`src/hdl/pfm_cfg.svh`:
```
`ifndef PFM_CFG_SVH
`define PFM_CFG_SVH

// Protection type register field positions.
`define PFM_PT_TRACK_EN      7
`define PFM_PT_PHASE_EN      6
`define PFM_PT_TRACK_LATCH   5
`define PFM_PT_OT_LATCH      4
`define PFM_PT_OC_LATCH      3
`define PFM_PT_UV_LATCH      2
`define PFM_PT_OV_LATCH      1
`define PFM_PT_PV_LATCH      0
`define PFM_PT_RESET         8'h43

// Threshold register fields and reset.
`define PFM_TH_PGLOW_BIT     4
`define PFM_TH_RESET         8'h08

// Propagation register fields and reset.
`define PFM_PR_OTW_REPORT    7
`define PFM_PR_PG_REPORT     6
`define PFM_PR_RESET         8'h3F

// Current limit register reset; temperature compensation bit.
`define PFM_CL_TCE_BIT       4
`define PFM_CL_RESET         8'h1B

// Undervoltage level percentages per code; power-good window limits.
`define PFM_UV_PCT_0         8'd75
`define PFM_UV_PCT_1         8'd80
`define PFM_UV_PCT_2         8'd85
`define PFM_PG_HIGH_PCT      8'd110
`define PFM_PG_LOW_PCT_0     8'd90
`define PFM_PG_LOW_PCT_1     8'd95

// Temperature thresholds in degrees C.
`define PFM_OTW_SET_C        8'd120
`define PFM_OTW_CLR_C        8'd117

// Retry interval.
`define PFM_RETRY_MS         130
`define PFM_CLK_MHZ          200
`define PFM_RETRY_CYCLES     (`PFM_RETRY_MS * 1000 * `PFM_CLK_MHZ)

// Status register bit positions (flags active low).
`define PFM_ST_OTW           7
`define PFM_ST_PG            6
`define PFM_ST_TRACK         5
`define PFM_ST_OT            4
`define PFM_ST_OC            3
`define PFM_ST_UV            2
`define PFM_ST_OV            1
`define PFM_ST_PV            0

`endif

```
`src/hdl/pfm_pkg.sv`:
```
package pfm_pkg;
  // Power stage state; Gray codes along off, ramp, steady, ramp down.
  typedef enum logic [1:0] {
    PFM_OFF    = 2'b00,
    PFM_RAMP   = 2'b01,
    PFM_STEADY = 2'b11,
    PFM_FALL   = 2'b10
  } pfm_state_t;
endpackage

```
`src/hdl/pfm_retry_timer.sv`:
```
`timescale 1ns/100ps
`include "pfm_cfg.svh"

// Down counter that measures the retry interval after a trip.
module pfm_retry_timer #(
  parameter int unsigned RETRY_CYCLES = `PFM_RETRY_CYCLES
) (
  input  wire logic core_clk,  // Device clock.
  input  wire logic sys_rst,   // Synchronous reset, active high.
  input  wire logic reload,    // Restart the interval.
  output logic      expired    // Interval has run out.
);
  logic [27:0] count_q;
  logic [27:0] count_d;

  // Reload wins over counting so a new trip always restarts the full wait.
  assign count_d = reload ? 28'(RETRY_CYCLES - 1) :
                   (count_q != 28'h0000000) ? count_q - 28'h0000001 : count_q;

  always_ff @(posedge core_clk) begin
    if (sys_rst) begin
      count_q <= 28'h0000000;
      expired <= 1'b1;
    end else begin
      count_q <= count_d;
      expired <= !reload && (count_q == 28'h0000000);
    end
  end
endmodule

```
`src/hdl/pol_protection_fault_manager.sv`:
```
`timescale 1ns/100ps
`include "pfm_cfg.svh"

// Function
// - Thresholds scale with active setpoint
// - Software selects latching and disables protections
// - Non-latching retries every 130 ms
// - Latching stays off until release
// - Warnings never shut converter down
// - Above 120 C raise temperature warning
// - Temperature report needs its enable
// - Temperature warning clears below 117 C
// - Power-good low outside voltage window
// - Power-good held low during transitions
// - Power-good warning sets flag, reports
// - Back in window releases power-good
// - External low pin means warning
// - Any fault turns converter off
// - Overcurrent armed above pre-bias only
// - Current limit plus undervoltage fast-off
// - Undervoltage armed only in steady state
// - Undervoltage without overcurrent ramps down
// - Status flags are active low
// - Undervoltage code picks 75/80/85 percent
module pol_protection_fault_manager
  import pfm_pkg::*;
#(
  parameter int unsigned RETRY_CYCLES = `PFM_RETRY_CYCLES
) (
  input  wire logic        core_clk,        // Device clock, 200 MHz.
  input  wire logic        sys_rst,         // Synchronous reset, active high.
  input  wire logic        cfgWrite,        // One-cycle register write strobe.
  input  wire logic [1:0]  cfgSel,          // 0 type, 1 threshold, 2 propagation, 3 limit.
  input  wire logic [7:0]  cfgWdata,        // Register write data.
  input  wire logic        statusClear,     // Clear released latched flags.
  input  wire logic        turnOnCmd,       // Turn-on command level.
  input  wire logic [7:0]  vOutPct,         // Output voltage as percent of setpoint.
  input  wire logic [7:0]  vPreBiasPct,     // Pre-bias voltage, percent of setpoint.
  input  wire logic [7:0]  tempC,           // Controller temperature, degrees C.
  input  wire logic        currentLimit,    // Output current at limit.
  input  wire logic        overTempHit,     // Controller above fault temperature.
  input  wire logic        trackErr,        // Tracking deviation too large.
  input  wire logic        overVoltHit,     // Output above overvoltage level.
  input  wire logic        phaseVoltHit,    // Phase voltage error seen.
  input  wire logic        rampDone,        // Output ramp has reached target.
  input  wire logic        levelChange,     // Setpoint transition in progress.
  input  wire logic        powerGoodPinIn,  // Sensed level of power-good wire.
  output logic             powerGoodPinOe,  // Pull power-good wire low when high.
  output logic             powerGoodPinOut, // Driven value, always low.
  output logic             convEnable,      // Converter switching allowed.
  output logic             fastOff,         // Both switches off now.
  output logic             rampDown,        // Regular ramped turn-off.
  output logic             otwReport,       // Temperature warning to manager.
  output logic             pgReport,        // Power-good warning to manager.
  output logic [7:0]       protectionStatus, // Active-low flags.
  output logic [7:0]       typeReadback,    // Protection type register.
  output logic [7:0]       thresholdReadback, // Threshold register.
  output logic [7:0]       propagationReadback, // Propagation register.
  output logic [7:0]       limitReadback    // Current limit register.
);

  // Percent-of-setpoint threshold from the undervoltage code.
  function automatic logic [7:0] uvPct(input logic [1:0] code);
    unique case (code)
      2'b00:   uvPct = `PFM_UV_PCT_0;
      2'b01:   uvPct = `PFM_UV_PCT_1;
      default: uvPct = `PFM_UV_PCT_2;
    endcase
  endfunction

  logic [7:0] protTypeQ;
  logic [7:0] threshQ;
  logic [7:0] propQ;
  logic [7:0] limitQ;
  pfm_state_t state_q;
  pfm_state_t state_d;
  logic [7:0] faultLat_q;
  logic [7:0] faultLat_d;
  logic       otw_q;
  logic       turnOnPrev_q;
  logic       retryExpired;

  // Registers; the software-visible configuration steers the thresholds, enables, latching and reports.
  always_ff @(posedge core_clk) begin
    if (sys_rst) begin
      protTypeQ <= `PFM_PT_RESET;
      threshQ   <= `PFM_TH_RESET;
      propQ     <= `PFM_PR_RESET;
      limitQ    <= `PFM_CL_RESET;
    end else if (cfgWrite) begin
      unique case (cfgSel)
        2'd0: protTypeQ <= cfgWdata;
        2'd1: threshQ   <= {3'b000, cfgWdata[4:0]};
        2'd2: propQ     <= cfgWdata;
        2'd3: limitQ    <= cfgWdata;
      endcase
    end
  end

  // Thresholds are compared in percent of setpoint, so they follow margining.
  wire [7:0] uvThresh   = uvPct(threshQ[1:0]);
  wire [7:0] pgLowPct   = threshQ[`PFM_TH_PGLOW_BIT] ? `PFM_PG_LOW_PCT_1 : `PFM_PG_LOW_PCT_0;
  wire       belowUv    = vOutPct < uvThresh;
  wire       outOfWin   = (vOutPct > `PFM_PG_HIGH_PCT) || (vOutPct < pgLowPct);
  wire       steady     = (state_q == PFM_STEADY) && rampDone && !levelChange;
  wire       aboveBias  = vOutPct > vPreBiasPct;

  // Protection detection with arming conditions.
  wire ocHit  = aboveBias && currentLimit && belowUv;
  wire uvHit  = steady && belowUv && !ocHit;
  wire trHit  = protTypeQ[`PFM_PT_TRACK_EN] && (state_q == PFM_RAMP) && trackErr;
  wire pvHit  = protTypeQ[`PFM_PT_PHASE_EN] && phaseVoltHit;
  wire ovHit  = aboveBias && overVoltHit;
  wire [7:0] hitVec = {2'b00, trHit, overTempHit, ocHit, uvHit, ovHit, pvHit};
  wire       anyHit = |hitVec;

  // Non-latching causes release themselves; latching ones wait for a clear.
  wire [7:0] latchSel = {2'b00, protTypeQ[5:0]};
  wire       turnOnRecycle = turnOnCmd && !turnOnPrev_q;
  wire       causeGone     = !anyHit;
  wire       releaseLat    = statusClear || turnOnRecycle;
  always_comb begin
    faultLat_d = faultLat_q | hitVec;
    if (causeGone) begin
      faultLat_d = faultLat_q & latchSel;
      if (releaseLat) begin
        faultLat_d = 8'h00;
      end
    end
  end

  wire tripNow    = anyHit && (state_q != PFM_OFF);
  wire restartOk  = retryExpired && causeGone && (faultLat_q == 8'h00) && turnOnCmd;

  // Power stage sequencing; warnings never enter this decision.
  always_comb begin
    state_d = state_q;
    unique case (state_q)
      PFM_OFF:    if (restartOk) state_d = PFM_RAMP;
      PFM_RAMP:   if (tripNow) state_d = PFM_FALL;
                  else if (!turnOnCmd) state_d = PFM_FALL;
                  else if (rampDone) state_d = PFM_STEADY;
      PFM_STEADY: if (tripNow || !turnOnCmd) state_d = PFM_FALL;
      PFM_FALL:   state_d = PFM_OFF;
    endcase
  end

  // Overtemperature warning with hysteresis.
  wire otwSet = tempC > `PFM_OTW_SET_C;
  wire otwClr = tempC < `PFM_OTW_CLR_C;
  // The flag and the report use the next value, so they follow the sampled temperature by one edge.
  wire otwNext = otwSet || (otw_q && !otwClr);

  // Power-good warning: outside window, not steady, or someone pulls the wire low.
  wire pgBad  = !steady || outOfWin || !powerGoodPinIn;

  always_ff @(posedge core_clk) begin
    if (sys_rst) begin
      state_q      <= PFM_OFF;
      faultLat_q   <= 8'h00;
      otw_q        <= 1'b0;
      turnOnPrev_q <= 1'b0;
    end else begin
      state_q      <= state_d;
      faultLat_q   <= faultLat_d;
      turnOnPrev_q <= turnOnCmd;
      otw_q        <= otwNext;
    end
  end

  // Retry interval restarts on each trip.
  pfm_retry_timer #(
    .RETRY_CYCLES (RETRY_CYCLES)
  ) u_retry (
    .core_clk (core_clk),
    .sys_rst  (sys_rst),
    .reload   (tripNow),
    .expired  (retryExpired)
  );

  // Registered outputs; flags read 0 while active.
  always_ff @(posedge core_clk) begin
    if (sys_rst) begin
      powerGoodPinOe      <= 1'b1;
      powerGoodPinOut     <= 1'b0;
      convEnable          <= 1'b0;
      fastOff             <= 1'b0;
      rampDown            <= 1'b0;
      otwReport           <= 1'b0;
      pgReport            <= 1'b0;
      protectionStatus    <= 8'hFF;
      typeReadback        <= `PFM_PT_RESET;
      thresholdReadback   <= `PFM_TH_RESET;
      propagationReadback <= `PFM_PR_RESET;
      limitReadback       <= `PFM_CL_RESET;
    end else begin
      // Only our own window and steady checks drive the wire, so an external pull is not self-held.
      powerGoodPinOe      <= !steady || outOfWin;
      powerGoodPinOut     <= 1'b0;
      convEnable          <= (state_d == PFM_RAMP) || (state_d == PFM_STEADY);
      fastOff             <= tripNow && (ocHit || trHit || ovHit);
      rampDown            <= tripNow && (uvHit || overTempHit);
      otwReport           <= otwNext && propQ[`PFM_PR_OTW_REPORT];
      pgReport            <= pgBad && propQ[`PFM_PR_PG_REPORT];
      protectionStatus    <= ~({otwNext, pgBad, 6'b000000} | faultLat_d);
      typeReadback        <= protTypeQ;
      thresholdReadback   <= threshQ;
      propagationReadback <= propQ;
      limitReadback       <= limitQ;
    end
  end

endmodule

```
`config.mk`:
```
export PLATFORM = sky130hd
export DESIGN_NAME = pol_protection_fault_manager
export DESIGN_NICKNAME = d
export VERILOG_FILES = /design/src/hdl/pfm_pkg.sv /design/src/hdl/pfm_retry_timer.sv /design/src/hdl/pol_protection_fault_manager.sv
export VERILOG_INCLUDE_DIRS = /design/src /design/src/hdl
export SDC_FILE = /design/constraint.sdc
export NUM_CORES = 1
export LEC_CHECK = 0
export ABC_AREA = 1
export BUFFER_PORTS_ARGS = -buffer_cell sky130_fd_sc_hd__buf_2
export CORE_MARGIN = 10
export CORE_UTILIZATION = 48
export DETAILED_ROUTE_END_ITERATION = 10
export HOLD_SLACK_MARGIN = 0.05
export PLACE_DENSITY = 0.71
export SLEW_MARGIN = 30
export SYNTH_ARGS = -nofsm -noshare
export SYNTH_HDL_FRONTEND = slang
export SYNTH_SLANG_ARGS = --single-unit
```
`constraint.sdc`:
```
create_clock -name core_clk -period 4.21 [get_ports core_clk]
set_clock_uncertainty 0.15 [all_clocks]
set_input_delay 0.842 -clock core_clk [delete_from_list [all_inputs] [get_ports core_clk]]
set_output_delay 0.842 -clock core_clk [all_outputs]
set_load 0.01 [all_outputs]
```
==> flow_summary.yaml <==
floorplanning:
  start_util: 0.487
  die_area_sq_um: 14900
  io-pin-count: 94
  num_rows: 37
  die_h_um: 122
  die_w_um: 122
  coreArea_sq_um: 10200
cells_and_area:
  instances_no_fill: 868
  area_delta_synth_final_pct: 22.3
  utilization: 0.595
  drive_above_1_share: 0.249
  n_antenna_cell: 0
  final_nets: 781
clock_tree:
  post_cts_buffers: 0
  cts.path.max_buffers: 2
  clk_pin_slew_ns: 0.06
  cts_max_level: 4
  post_cts_resized: 0
  clk_latency_ns: 0.52
  cts_tree: "built"
  hold_buffers: 0
  cts_buffers: 17
  clock_sinks: 113
  root_buffer: "clkbuf_8"
logic_synthesis:
  synthArstFlopShare: 0
  yosysWarnings: 0
  synth_flop_cell: "dfxtp_1"
  synth_area_per_cell_sq_um: 7.98
  synth_edf_count: 0
  postSynthCellCount: 624
  netlist_area_sq_um: 4980
  ys_types: 44
  synth-seq-cells: 113
  ys_seq_area_frac: 0.454
global_routing:
  grt_max_degree: 42
  grt_usage: 0.173
  grt_first_pass_wirelength_um: 20700
  antenna_found_initial: 0
  globalRouteOverflowTotal: 0
  grt_pass1_vias: 4391
sta:
  rsz0062_at_grt: "no"
  fin_tns_setup_ns: 0
  slew_headroom: 0.446
  finalMaxSlewViolations: 0
  fmax_mhz: 374
  hold_viol: 0
  hold_ws_ns: 0.268
  period_share: 0.634
  finalCriticalPeriod_ns: 2.67
  setup_viol: 0
  tightest_slew_ns: 0.825
drt:
  antenna_left: 0
  totalWireLength_um: 12400
  dr.pass1.iters: 5
  drt_iter0_drc: 226
  wl_per_cell_um: 14.3
  vias: 4322
  viasPerCell: 4.98
  drc: 0
worst_setup_path:
  critPathKind: "flop to flop"
  reg2reg_from: "u_retry.count_q[0]"
  crit_fanout: 15
  cp_data_arrival_time_ns: 2.91
  r2r.worst_path.cells: 10
  max_stage_delay_ns: 0.54
  required_ns: 4.45
  crit_slowest_cell: "nand3_1"
  crit_top_cell: "inv_1"
  path_buf_inv: 4
  r2r_slack_ns: 1.54
  cp_cell_sequence: "inv_1 > ha_1 > inv_2 > nor2_4 > inv_1 > nor4_1 > nand3_1 > inv_1 > or2_2 > a21oi_2"
  critPathCaptureType: "flop"
  cp-start-kind: "flop"
  cp_top_family: "simple AND/OR/NAND/NOR gates"
  timing.rr.end: "u_retry.count_q[6]"
place:
  gp_congestion: 0.888
  port_buffers: 89
  hpwl_um: 9330
  dp_cells: 837
power_and_ir_drop:
  power.internal_mw: 2.61
  p_switching_mw: 1.54
  seq_power_share: 0.326
  p_leak_nw: 2.93
  power_density_nw_per_um2: 681
  ir_drop_mv: 0.392
  p_comb_frac: 0.346
  p_clk_frac: 0.327
  swShare: 0.370
run:
  maxCapViolCount: 0
min_path:
  hold_class: "flop to flop"
  hold_end: "propagationReadback[4]"
  hold_path_depth: 2
  hold_start: "propQ[4]"
status:
  status: "completed"
[logic make-up after synthesis]
kind of cell | Yosys count | share of synthesized area
AOI/OAI and AO/OA | 93 | 0.109
buffers and inverters | 110 | 0.0909
and+or+nand+nor | 274 | 0.275
DFF | 113 | 0.454
xor gates and xnor gates | 19 | 0.0349
adders and majority gates | 14 | 0.0352
other | 1 | 0.000753
[synth_stat cells (all sizes together) (2+ instances only)]
cell type  instances  area share
nor2              93       0.098
and3               2      0.0025
or2                5      0.0063
nor3               9       0.011
dfxtp            113        0.45
ha                14       0.035
clkbuf            10      0.0075
a21oi             48       0.057
nand4              9       0.013
a31o               2      0.0035
nor4               7       0.010
xnor2              3      0.0053
buf                8       0.014
o21ai             31       0.031
xor2              16       0.030
nand2            117        0.10
inv               91       0.069
o211ai            10       0.015
nand3             29       0.030
[layer usage]
layer,share of wire,vias to the layer above,global-route usage
li1,-,2173,-
met1,0.41,2032,0.191
met2,0.52,101,0.303
met3,0.058,16,0.0546
met4,0.011,0,0.0641
met5,0,-,0
[final cells by class]
cell class / instances / area, sq um
Clock buffer: 19 / 432
Inverter: 92 / 345
Clock inverter: 12 / 135
Multi-Input combinational cell: 404 / 2280
Tap cell: 136 / 170
Sequential cell: 113 / 2260
Timing Repair Buffer: 92 / 468
Fill cell: 947 / 4140
[through the flow]
step	setup WS [ns]	total power, mW	cell area [sq um]
3_5_place_dp	1.23	2.77	5520
3_3_place_gp	1.34	2.76	5520
2_1_floorplan	1.68	2.49	4990
6_report	1.54	4.15	6090
4_1_cts	1.54	4.16	6090
5_1_grt	1.27	4.43	6090
[power groups by stage]
stage                     combinational, mW  clock (mW)  sequential, mW
after floorplan                        1.15           0            1.35
after global placement                 1.39           0            1.37
after detailed placement               1.40           0            1.37
after CTS                              1.43        1.37            1.35
after global routing                   1.62        1.43            1.38
final                                  1.44        1.36            1.35
[registers in the layout (all words and copies together) (netlist names)]
register / flops
u_retry.count_q: 28
faultLat_q: 8
limitQ: 8
limitReadback: 8
propQ: 8
propagationReadback: 8
protTypeQ: 8
protectionStatus: 8
typeReadback: 8
threshQ: 5
thresholdReadback: 5
state_q: 2
convEnable: 1
fastOff: 1
otwReport: 1
otw_q: 1
pgReport: 1
powerGoodPinOe: 1
rampDown: 1
turnOnPrev_q: 1
u_retry.expired: 1
[cells in the final DEF, fill, tap and decap left out, types with 4 or more instances in the layout]
cell,n
a21oi_1,37
a21oi_2,11
buf_2,89
clkbuf_16,16
clkinvlp_4,4
conb_1,4
dfxtp_1,113
ha_1,14
inv_1,83
inv_2,8
nand2_1,107
nand2_2,5
nand2_4,4
nand3_1,28
nand4_1,8
nor2_1,73
nor2_2,4
nor2_4,15
nor3_1,8
nor4_1,6
o211ai_1,10
o21ai_0,31
or2_2,4
xor2_1,15
[worst max-delay path by stage]
| stage | startpoint | to | slack (ns) | cells after the start |
|---|---|---|---|---|
| 2_1_floorplan | vPreBiasPct[7] | u_retry.count_q[14] | 1.68 | 14 |
| 3_3_place_gp | vOutPct[7] | u_retry.count_q[27] | 1.34 | 13 |
| 3_5_place_dp | vOutPct[1] | u_retry.count_q[27] | 1.23 | 17 |
| 4_1_cts | u_retry.count_q[0] | u_retry.count_q[6] | 1.54 | 10 |
| 5_1_grt | u_retry.count_q[0] | u_retry.count_q[23] | 1.27 | 10 |
| 6_report | u_retry.count_q[0] | u_retry.count_q[6] | 1.54 | 10 |
[worst reg2reg max path, cell delays in order (launching register included)]
cell     delay, ns
dfxtp_1       0.34
inv_1         0.11
ha_1          0.29
inv_2         0.09
nor2_4        0.20
inv_1         0.09
nor4_1        0.25
nand3_1       0.54
inv_1         0.28
or2_2         0.15
a21oi_2       0.05
No activity file was read; power rests on OpenSTA's default activity.
